$ cat config.mk
export PLATFORM = sky130hd
export DESIGN_NAME = tpadc_seq
export DESIGN_NICKNAME = d
export VERILOG_FILES = /design/src/verilog/tpadc_pkg.sv /design/src/verilog/tpadc_corr.sv /design/src/verilog/tpadc_seq.sv
export SDC_FILE = /design/constraint.sdc
export NUM_CORES = 1
export LEC_CHECK = 0
export BUFFER_PORTS_ARGS = -buffer_cell sky130_fd_sc_hd__buf_4
export CAP_MARGIN = 20
export CORE_MARGIN = 1.5
export CORE_UTILIZATION = 25
export DETAILED_ROUTE_END_ITERATION = 10
export PLACE_DENSITY = 0.52
export SETUP_SLACK_MARGIN = 0.1
export SLEW_MARGIN = 25
export SYNTH_ARGS = -nofsm -noshare
export SYNTH_HDL_FRONTEND = slang
export SYNTH_HIERARCHICAL = 1
export SYNTH_SLANG_ARGS = --single-unit
export TNS_END_PERCENT = 30
$ cat constraint.sdc
create_clock -name clk -period 6.7 [get_ports clk]
set_input_delay 0.67 -clock clk [delete_from_list [all_inputs] [get_ports clk]]
set_output_delay 0.67 -clock clk [all_outputs]
set_load 0.01 [all_outputs]
$ cat src/verilog/tpadc_pkg.sv
package tpadc_pkg;
  // Clock and timing
  localparam int unsigned CLK_PERIOD_PS = 20000;
  localparam int unsigned HOLD_DELAY_PS = 50000;
  localparam int unsigned PASS1_TIME_PS = 3350000;
  localparam int unsigned CONV_TIME_PS = 5300000;
  // Least times round up, never below one cycle
  localparam int unsigned HOLD_DELAY_CYC = (HOLD_DELAY_PS + CLK_PERIOD_PS - 1) / CLK_PERIOD_PS;
  localparam int unsigned PASS1_CYC = (PASS1_TIME_PS + CLK_PERIOD_PS - 1) / CLK_PERIOD_PS;
  localparam int unsigned CONV_CYC = (CONV_TIME_PS + CLK_PERIOD_PS - 1) / CLK_PERIOD_PS;
  localparam int unsigned CORR_CYC = 2;
  localparam int unsigned CNT_W = 9;
  // Word layout
  localparam int unsigned WORD_W = 16;
  localparam int unsigned PASS_W = 9;
  localparam int unsigned DAC_LOW_W = 7;
  localparam int unsigned BYTE_W = 8;
  // Residue offset inserted by the amplifier, one quarter of the second pass range
  localparam logic [8:0] RESIDUE_OFFSET = 9'h080;
  localparam logic [15:0] WORD_RESET = 16'h0000;
  localparam logic [6:0] DAC_LOW_ZERO = 7'h00;
  // Spans in microvolts, code step in nanovolts; the scaled span overflows 32 bits, so widen first
  localparam int unsigned SPAN_NARROW_UV = 6000000;
  localparam int unsigned SPAN_WIDE_UV = 10000000;
  localparam int unsigned LSB_NARROW_NV = int'((longint'(SPAN_NARROW_UV) * 64'h0000_0000_0000_03e8) >> WORD_W);
  localparam int unsigned LSB_WIDE_NV = int'((longint'(SPAN_WIDE_UV) * 64'h0000_0000_0000_03e8) >> WORD_W);
endpackage : tpadc_pkg

$ cat src/verilog/tpadc_corr.sv
`timescale 1ns/100ps
module tpadc_corr (
  input wire logic [8:0] coarse,
  input wire logic [8:0] fine,
  output logic [15:0] word
);
  logic [16:0] sum;
  logic [9:0] fine_adj;
  always_comb begin
    // Residue carries an offset so a coarse error of either sign stays in range
    fine_adj = {1'b0, fine} - {1'b0, tpadc_pkg::RESIDUE_OFFSET};
    // Coarse is twos complement; flipping the top bit gives offset binary
    sum = {1'b0, ~coarse[8], coarse[7:0], tpadc_pkg::DAC_LOW_ZERO}
      + {{7{fine_adj[9]}}, fine_adj};
    // Bit 16 flags a result outside the word; the residue sign tells which end it left by
    if (sum[16] && !fine_adj[9]) begin
      word = 16'h7fff;
    end else if (sum[16]) begin
      word = 16'h8000;
    end else begin
      word = sum[15:0] ^ 16'h8000;
    end
  end
endmodule : tpadc_corr

$ cat src/verilog/tpadc_seq.sv
// What this block does
// - Start rising edge: hold after fixed delay
// - First pass lasts fixed time
// - First pass gives nine MSBs to DAC
// - DAC low seven bits always zero
// - Second pass digitises residue after settling
// - Correction removes offset, merges passes
// - Track again when second pass starts
// - Output word is twos complement
// - Code step is span over 65536
// - Busy low from start until result
// - Chip select and read drive data
// - Byte select chooses upper or lower
`timescale 1ns/100ps
module tpadc_seq (
  input wire logic clk,
  input wire logic resetn,
  input wire logic conversion_start_n,
  input wire logic cs_n,
  input wire logic rd_n,
  input wire logic upper_byte_select,
  input wire logic [8:0] flash_code,
  output logic hold,
  output logic busy_n,
  output logic [15:0] dac_code,
  output logic res_hold,
  output logic [15:0] data_out,
  output logic [15:0] data_oe,
  output logic [7:0] byte_out,
  output logic [7:0] byte_oe
);
  typedef enum logic [2:0] {IDLE, APERTURE, PASS1, PASS2, CORRECT} tpadc_state_t;
  tpadc_state_t state_r;
  logic start_d_r;
  logic [tpadc_pkg::CNT_W-1:0] cnt_r;
  logic [8:0] coarse_r;
  logic [8:0] fine_r;
  logic [15:0] word_r;
  logic [15:0] corr_word;
  logic start_edge;
  logic cnt_done;
  logic reading;

  assign start_edge = conversion_start_n && !start_d_r;
  assign cnt_done = cnt_r == '0;
  assign reading = !cs_n && !rd_n;

  ////////////////////////////////////////////////////////////////////////
  always_ff @(posedge clk or negedge resetn) begin
    if (!resetn) begin
      start_d_r <= 1'b1;
    end else begin
      start_d_r <= conversion_start_n;
    end
  end

  // A start during a conversion is ignored; the host must wait for busy
  always_ff @(posedge clk or negedge resetn) begin
    if (!resetn) begin
      state_r <= IDLE;
      cnt_r <= '0;
    end else begin
      case (state_r)
        IDLE: begin
          if (start_edge) begin
            state_r <= APERTURE;
            cnt_r <= tpadc_pkg::CNT_W'(tpadc_pkg::HOLD_DELAY_CYC - 1);
          end
        end
        APERTURE: begin
          if (cnt_done) begin
            state_r <= PASS1;
            cnt_r <= tpadc_pkg::CNT_W'(tpadc_pkg::PASS1_CYC - tpadc_pkg::HOLD_DELAY_CYC - 1);
          end else begin
            cnt_r <= cnt_r - 1'b1;
          end
        end
        PASS1: begin
          if (cnt_done) begin
            state_r <= PASS2;
            cnt_r <= tpadc_pkg::CNT_W'(tpadc_pkg::CONV_CYC - tpadc_pkg::PASS1_CYC - tpadc_pkg::CORR_CYC - 1);
          end else begin
            cnt_r <= cnt_r - 1'b1;
          end
        end
        PASS2: begin
          if (cnt_done) begin
            state_r <= CORRECT;
            cnt_r <= tpadc_pkg::CNT_W'(tpadc_pkg::CORR_CYC - 1);
          end else begin
            cnt_r <= cnt_r - 1'b1;
          end
        end
        CORRECT: begin
          if (cnt_done) begin
            state_r <= IDLE;
          end else begin
            cnt_r <= cnt_r - 1'b1;
          end
        end
        default: begin
          state_r <= IDLE;
        end
      endcase
    end
  end

  ////////////////////////////////////////////////////////////////////////
  // Track-and-hold and busy
  always_ff @(posedge clk or negedge resetn) begin
    if (!resetn) begin
      hold <= 1'b0;
      busy_n <= 1'b1;
    end else begin
      if (state_r == APERTURE && cnt_done) begin
        hold <= 1'b1;
      end else if (state_r == PASS1 && cnt_done) begin
        hold <= 1'b0;
      end
      if (state_r == IDLE && start_edge) begin
        busy_n <= 1'b0;
      end else if (state_r == CORRECT && cnt_done) begin
        busy_n <= 1'b1;
      end
    end
  end

  // Residue amplifier holds during the second pass
  always_ff @(posedge clk or negedge resetn) begin
    if (!resetn) begin
      res_hold <= 1'b0;
    end else begin
      res_hold <= (state_r == PASS1 && cnt_done) || (state_r == PASS2 && !cnt_done);
    end
  end

  ////////////////////////////////////////////////////////////////////////
  // Pass results; flash is sampled at the end of each pass
  always_ff @(posedge clk or negedge resetn) begin
    if (!resetn) begin
      coarse_r <= '0;
      fine_r <= '0;
      dac_code <= tpadc_pkg::WORD_RESET;
    end else begin
      if (state_r == PASS1 && cnt_done) begin
        coarse_r <= flash_code;
        dac_code <= {flash_code, tpadc_pkg::DAC_LOW_ZERO};
      end
      if (state_r == PASS2 && cnt_done) begin
        fine_r <= flash_code;
      end
    end
  end

  tpadc_corr u_corr (
    .coarse(coarse_r),
    .fine(fine_r),
    .word(corr_word)
  );

  // Step is span/2^16 whichever range the analog front end uses
  always_ff @(posedge clk or negedge resetn) begin
    if (!resetn) begin
      word_r <= tpadc_pkg::WORD_RESET;
    end else if (state_r == CORRECT && cnt_done) begin
      word_r <= corr_word;
    end
  end

  ////////////////////////////////////////////////////////////////////////
  // Read port; data shows one cycle after the strobes
  always_ff @(posedge clk or negedge resetn) begin
    if (!resetn) begin
      data_out <= tpadc_pkg::WORD_RESET;
      data_oe <= '0;
      byte_out <= '0;
      byte_oe <= '0;
    end else begin
      data_out <= word_r;
      data_oe <= {tpadc_pkg::WORD_W{reading}};
      byte_out <= upper_byte_select ? word_r[15:8] : word_r[7:0];
      byte_oe <= {tpadc_pkg::BYTE_W{reading}};
    end
  end
endmodule : tpadc_seq
[After elaboration in Yosys (flattened, before gate mapping)]
Index checks and enable logic that the tools add are counted.
Word-level totals
  register bits after elaboration: 76
  bits of input ports: 15
  output and inout bits: 67
  logic and storage cells: 69
Cells by class
  add/subtract/negate cells: 3
  equality and inequality tests: 10
  multiplexer cells: 19
  bitwise gates (word level): 2
  reduce and logical (&&, ||, !) cells: 22
Operator list (number)
  $mux W9: 5
  $pmux W9 S5: 1
  $mux W16: 2
  $add A16 B17 Y17: 1
  $mux W3: 5
  $pmux W3 S5: 1
  $ne A2 B2 Y1 const B: 6
  $sub A9 B8 Y10 const B: 1
  $logic_and A1 B1 Y1: 9
  $logic_not A9 Y1: 1
  $sub A9 B1 Y9 const B: 1
  $mux W8: 1
  $eq A3 B2 Y1 const B: 2
  $logic_not A1 Y1: 5
  $reduce_and A5 Y1: 1
  $reduce_bool A5 Y1: 1
  $mux W1: 4
  $reduce_bool A2 Y1: 2
  $eq A3 B1 Y1 const B: 1
  $eq A3 B3 Y1 const B: 1
  $logic_not A3 Y1: 1
  $reduce_and A3 Y1: 1
  $not A1 Y1: 2
  $logic_or A1 B1 Y1: 1

[Longest topological paths before layout]
Gate-level depths: netlist of run 1.
  depth in word-level cells: 5
  mapped depth: 11

[By module]
Netlist of run 1, hierarchy kept.
Modules (own cells, without submodules)
  tpadc_seq: instances 1, cells each 251, area an instance 3225.6 µm²
  tpadc_corr: instances 1, cells each 68, area an instance 554.3 µm²

[Least setup slack after synthesis of run 1]
Ideal clock, no wire load.
  kind: register to register
  start point: register fine_r[7]
  end point: register word_r[0]
  library setup time: 125 ps
  data arrival time: 2500 ps
  path slack: 4075 ps
  stages on the path, launching flop included: 11
  path buffers: 1
  clock period less this slack: 2625 ps
  path through: dfrtp_1 -> inv_1 -> ha_1 -> ha_1 -> and3_1 -> a211oi_2 -> a211oi_1 -> or2_1 -> buf_6 -> maj3_2 -> mux2_2
Between the ends
  word-level cells in the longest chain between the ends: 4
  elaborated cells between the ends (all ways): 6
  those cells by class: 2 x add/sub; 2 x mux; 2 x reduce/logical
RTL lines
  start, declared: RTL line tpadc_seq.sv:37  | logic [8:0] fine_r;
  start signal, assigned: RTL line tpadc_seq.sv:150  | fine_r <= flash_code;
  $sub A9 B8 Y10 (*): RTL line tpadc_corr.sv:11  | fine_adj = {1'b0, fine} - {1'b0, tpadc_pkg::RESIDUE_OFFSET};
  $add A16 B17 Y17 or $logic_not A1 Y1 (tied branches): RTL line tpadc_corr.sv:14, tpadc_corr.sv:16
  $mux W16 or $logic_and A1 B1 Y1 (tied branches): RTL line tpadc_corr.sv:18, tpadc_corr.sv:16
  $mux W16 (*): RTL line tpadc_corr.sv:16  | if (sum[16] && !fine_adj[9]) begin
  net corr_word[0]: RTL line tpadc_seq.sv:39  | logic [15:0] corr_word;
  end signal, assigned: RTL line tpadc_seq.sv:164  | word_r <= tpadc_pkg::WORD_RESET;
  end signal, assigned: RTL line tpadc_seq.sv:166  | word_r <= corr_word;
  end, declared: RTL line tpadc_seq.sv:38  | logic [15:0] word_r;
The timed path passes the listed nets; every way through them passes the cells marked *.
A chain may end at the register's enable or synchronous reset.

[Worst setup path in the final report of run 1]
Ends and elaborated chain as after synthesis.

==> metrics, run 1 <==
root buf cell clkbuf_16; Final Skew 6.69 ps; slew of the pin with the lowest slew margin 720 ps; die extent in y 126 um; Chip Width 126 um; wire per inst 13.7 um; core box area 0.0146 mm^2; Initial Util 25.8%; highest fanout seen on the critical path 9; first-pass GRT wire length 12,900 um; Final setup viols 0; largest net degree at the start of global routing 76; setup TNS 0 ps; sequential share of the synthesized area 49.7%; post-CTS setup buffers 0; gpl congestion 0.785; Post-DRT Antenna Nets 0; post-CTS sizing 0; most frequent cells in the layout dfrtp_1 (73), buf_4 (73), mux2_2 (43); Pwr per Cell Area 414 mW/mm^2; global route total overflow 0; vias in the first global route 2,567; antenna cells 0; Via density 4.49; max frequency 343 MHz; Slew headroom 52.0%; PortBufs 74; CTS tree built; worst min path class primary input to async pin; Sink Count 75; minimum clock period 2910 ps; Async SR Flop Fraction 100%; layout cells sized above 1 40.8%; hpwl dp 5590 um; initial antenna violation count 0; Avg Cell Area, Syn 11.8 um^2; Die ar. 0.0159 mm^2; WL final 7640 um; Total Power 1.91 mW; # IOs 82; worst skew pair latency 330 ps; WS Path Type register to register; Post-Synthesis Cells 319; outcome complete, but fails checks; Syn-to-layout area delta 21.8%; Synth Cell Area 0.00378 mm^2; vias 2,503; CTS max path bufs 2; Post-Layout Inst Area 0.00461 mm^2; WP data arrival 3130 ps; worst path required time 6910 ps; Final Hold Viols 0; All-Layer GR Usage 10.4%; Site Rows 44; RSZ-0062 raised after global routing false; Distinct cells, synth 57; CTS H-tree lvls 3; Synth warnings 6; Initial DRC Count 102; hold_buf cts 0; EDFF count, synth 0; Static Leakage 2.22 nW; CP Launch Type register; Synth Flop Type dfrtp_1; Residual DRC 1; flops & latches, synth 75; Max IR drop VDD 0.151 mV; Total Nets Final 397; Final Cycle Share 43.5%; failing checks DRC; dpl cell area 0.00429 mm^2; Pre-Repair DR Iteration Count 10; Critical Path End Type register; maxcap violations 0; TritonCTS Buffers 9; fin. max-slew vios 0; Clock transition at path regs 60 ps
[sequential cells by signal (all words and copies together) (netlist names)]
register and count:
byte_out 8, data_out 16, hold 1, start_d_r 1
cnt_r 9, fine_r 9, busy_n 1, byte_oe 1
word_r 16, state_r 3, res_hold 1, coarse_r 9
[synth_stat cells (3+ instances only)]
master | count | area share [%]
xnor2_1 | 6 | 1.4
clkbuf_1 | 4 | 0.40
mux2_2 | 43 | 13
nor2_1 | 15 | 1.5
a21oi_1 | 20 | 2.6
xor2_1 | 5 | 1.2
nor2b_1 | 3 | 0.50
a211oi_1 | 4 | 0.79
buf_4 | 31 | 6.2
nor3_1 | 5 | 0.66
buf_6 | 4 | 1.2
dfrtp_1 | 73 | 48
maj3_2 | 9 | 2.7
nor4_1 | 3 | 0.50
a21o_1 | 5 | 0.99
nand2_1 | 11 | 1.1
nand3_1 | 4 | 0.53
o21ai_0 | 9 | 1.2
ha_1 | 12 | 4.0
nand2b_1 | 3 | 0.50
inv_1 | 8 | 0.79
[final timing paths]
path	start	end	slack [ps]	cells after the start
worst max-delay path	fine_r[7]	word_r[0]	3790	9
worst min-delay path	resetn	cnt_r[8]	340	1
worst max register to register	fine_r[7]	word_r[0]	3790	9
worst min register to register	word_r[13]	data_out[13]	390	0
max in group asynchronous	resetn	data_out[0]	5880	1
min in group clk	word_r[13]	data_out[13]	390	0
[area by class of cell]
type	instances	area, um^2
fill	1523	10000
clock inverter	6	90.1
inverter	8	30.0
clock buffer	9	225
tap	184	230
timing repair buffer	74	559
multi-input combinational	201	1590
sequential	75	1880
[report_power, final]
part           internal [mW]  switching [mW]  leakage [nW]
clock                  0.325           0.191         0.152
combinational          0.362           0.406          1.09
sequential             0.532          0.0929         0.974
total                   1.22           0.690          2.22
[worst max-delay path, cell delays in order, from the launching register on]
cell      delay, ps
dfrtp_1         370
inv_1            80
ha_1            350
ha_1            360
and3_1          180
a211oi_2        260
a211oi_1        160
or2_1           410
maj3_2          360
mux2_2          270
[routing by layer]
metal	GRT usage [%]	wire length [um]	up-vias
li1	-	-	1193
met1	12.8	3440	1208
met2	16.3	3560	92
met3	3.95	525	10
met4	4.46	117	0
met5	0	0	-
[per-stage QoR]
step / setup WS (ps) / hold WS, ps / cells / utilization, %
finish: 3790 / 337 / 557 / 31.5
global route: 3580 / 398 / 557 / 31.5
CTS: 3780 / 399 / 557 / 31.4
detailed placement: 3790 / 382 / 542 / 29.3
global placement: 3890 / 381 / 542 / 29.3
floorplan: 4070 / 364 / 325 / -
[logic make-up after synthesis]
family          Yosys count  share of synthesized area [%]
xor+xnor                 11                           2.55
flops                    75                           49.7
other cells               1                         0.0992
fa+ha+maj                22                           7.18
compound gates           57                           9.93
buf+inv                  49                           8.77
simple gates             59                           8.41
mux                      45                           13.3
No activity file was read; power rests on OpenSTA's default activity.
==> run 2, diff against run 1 <==
Clock period 6.7 ns to 3 ns, I/O delays scaled along.
==> metrics, run 2 (synthesized netlist as in run 1, its figures left out) <==
outcome complete, but fails checks (unchanged); failing checks DRC, hold timing (was DRC); Largest regs data_out x16, word_r x16 (unchanged); CP peak stage delay 370 ps (was 410 ps); reg2reg setup slack 300 ps (was 3790 ps); hold slack -31.3 ps (was 337 ps); Via density 4.49 (about the same); Syn-to-layout area delta 22.4% (was 21.8%); gpl congestion 0.784 (was 0.785); # fillers 1,512 (was 1,523); Final Cycle Share 90.0% (was 43.5%); FF-to-FF Start fine_r[7] (unchanged); max frequency 370 MHz (was 343 MHz); Slew headroom 53.5% (was 52.0%); Residual DRC 1 (unchanged); fin. max-slew vios 0 (unchanged); vias in the first global route 2,394 (was 2,567); CTS tree built (unchanged); hold_buf cts 0 (unchanged); crit-path cells inv_1 > ha_2 > ha_1 > and3_1 > a211oi_2 > a211oi_1 > or2_4 > maj3_2 > mux2_2 (was inv_1 > ha_1 > ha_1 > and3_1 > a211oi_2 > a211oi_1 > or2_1 > maj3_2 > mux2_2); Initial DRC Count 120 (was 102); Final Skew 8.56 ps (was 6.69 ps); CP max-delay cell dfrtp_1 (was or2_1); wire per inst 13.7 um (about the same); Worst path depth 9 (unchanged); Die ar. 0.0159 mm^2 (unchanged); Sink Count 75 (unchanged); Static Leakage 2.23 nW (was 2.22 nW); layout cells sized above 1 41.6% (was 40.8%); Pre-Repair DR Iteration Count 9 (was 10); first-pass GRT wire length 12,700 um (was 12,900 um); Max IR drop VDD 0.376 mV (was 0.151 mV); # IOs 82 (unchanged); Critical Path End Type register (unchanged); Post-DRT Antenna Nets 0 (unchanged); Pwr per Cell Area 926 mW/mm^2 (was 414 mW/mm^2); vias 2,511 (was 2,503); RSZ-0062 raised after global routing false (unchanged); WP data arrival 2910 ps (was 3130 ps); TritonCTS Buffers 9 (unchanged); Site Rows 44 (unchanged); cell family with most CP delay adder cells (unchanged); path depth of the worst reg2reg path 9 (unchanged); Total Power 4.28 mW (was 1.91 mW); worst skew pair latency 330 ps (about the same); antenna cells 0 (unchanged); hpwl dp 5560 um (was 5590 um); Initial Util 25.8% (unchanged); slew of the pin with the lowest slew margin 697 ps (was 720 ps); CP Launch Type register (unchanged); Clock transition at path regs 60 ps (about the same); R2R Path End word_r[5] (was word_r[0]); largest net degree at the start of global routing 76 (unchanged); worst min path class primary input to async pin (unchanged); CP Buf/Inv Count 1 (unchanged); Final setup viols 0 (unchanged); root buf cell clkbuf_16 (unchanged); CTS H-tree lvls 3 (unchanged); highest fanout seen on the critical path 9 (unchanged); filler-free cell count of the finished design 559 (was 557); worst path required time 3210 ps (was 6910 ps); CTS max path bufs 2 (unchanged); maxcap violations 0 (unchanged); most frequent cells in the layout buf_4 (75), dfrtp_1 (73), mux2_2 (43) (was dfrtp_1 (73), buf_4 (73), mux2_2 (43)); Chip Width 126 um (unchanged); minimum clock period 2700 ps (was 2910 ps); die extent in y 126 um (unchanged); Total Nets Final 399 (was 397); core box area 0.0146 mm^2 (unchanged); placed cells 544 (was 542); WL final 7670 um (was 7640 um); global route total overflow 0 (unchanged); initial antenna violation count 0 (unchanged); Final Hold Viols 18 (was 0); commonest non-fill, non-tap cell in the layout buf_4; PortBufs 74 (unchanged); WS Path Type register to register (unchanged); All-Layer GR Usage 10.2% (was 10.4%); setup TNS 0 ps (unchanged)
-- run 2: layout make-up --
cell class                 instances  area (um^2)  area share (%)
clock buffer                       9          225            4.87
clock inverter                     6         90.1            1.95
inverter                           8         30.0           0.649
multi-input combinational        201         1600            34.5
sequential                        75         1880            40.6
tap                              184          230            4.98
timing repair buffer              76          574            12.4
-- run 2: worst max-delay path by stage --
stage,start,to,slack [ps]
floorplan,fine_r[7],word_r[0],370
global placement,fine_r[7],word_r[5],190
detailed placement,fine_r[7],word_r[3],100
CTS,fine_r[7],word_r[5],180
global route,fine_r[7],word_r[9],140
finish,fine_r[7],word_r[5],300
-- run 2: where the power goes --
part / total [mW] / internal, mW / switching (mW)
registers: 1.39 / 1.19 / 0.208
clock network: 1.15 / 0.726 / 0.425
logic: 1.74 / 0.824 / 0.911
total: 4.28 / 2.74 / 1.54
-- run 2: per-layer routing --
metal  vias up  routed length, um  part of all wire, %  track usage [%]
met5         -                  0                    0                0
met4         0                 87                  1.1             4.87
met3         5                445                  5.8             2.72
met1      1221               3600                   47             13.5
li1       1205                  -                    -                -
met2        80               3540                   46             15.6
-- run 2: through the flow --
stage	instance area (um^2)	utilization, %	hold slack, ps	setup WS, ps
6_report	4630	31.6	-31.3	300
5_1_grt	4630	31.6	46.8	137
4_1_cts	4620	31.5	72.1	180
3_5_place_dp	4300	29.4	383	95.1
3_3_place_gp	4300	29.4	382	189
2_1_floorplan	3800	-	4.41	375
-- run 2: repair_timing --
item	CTS	global route
resized for setup	1	1
setup endpoints to repair	9	9
setup buffers	0	0
pin swaps	0	0
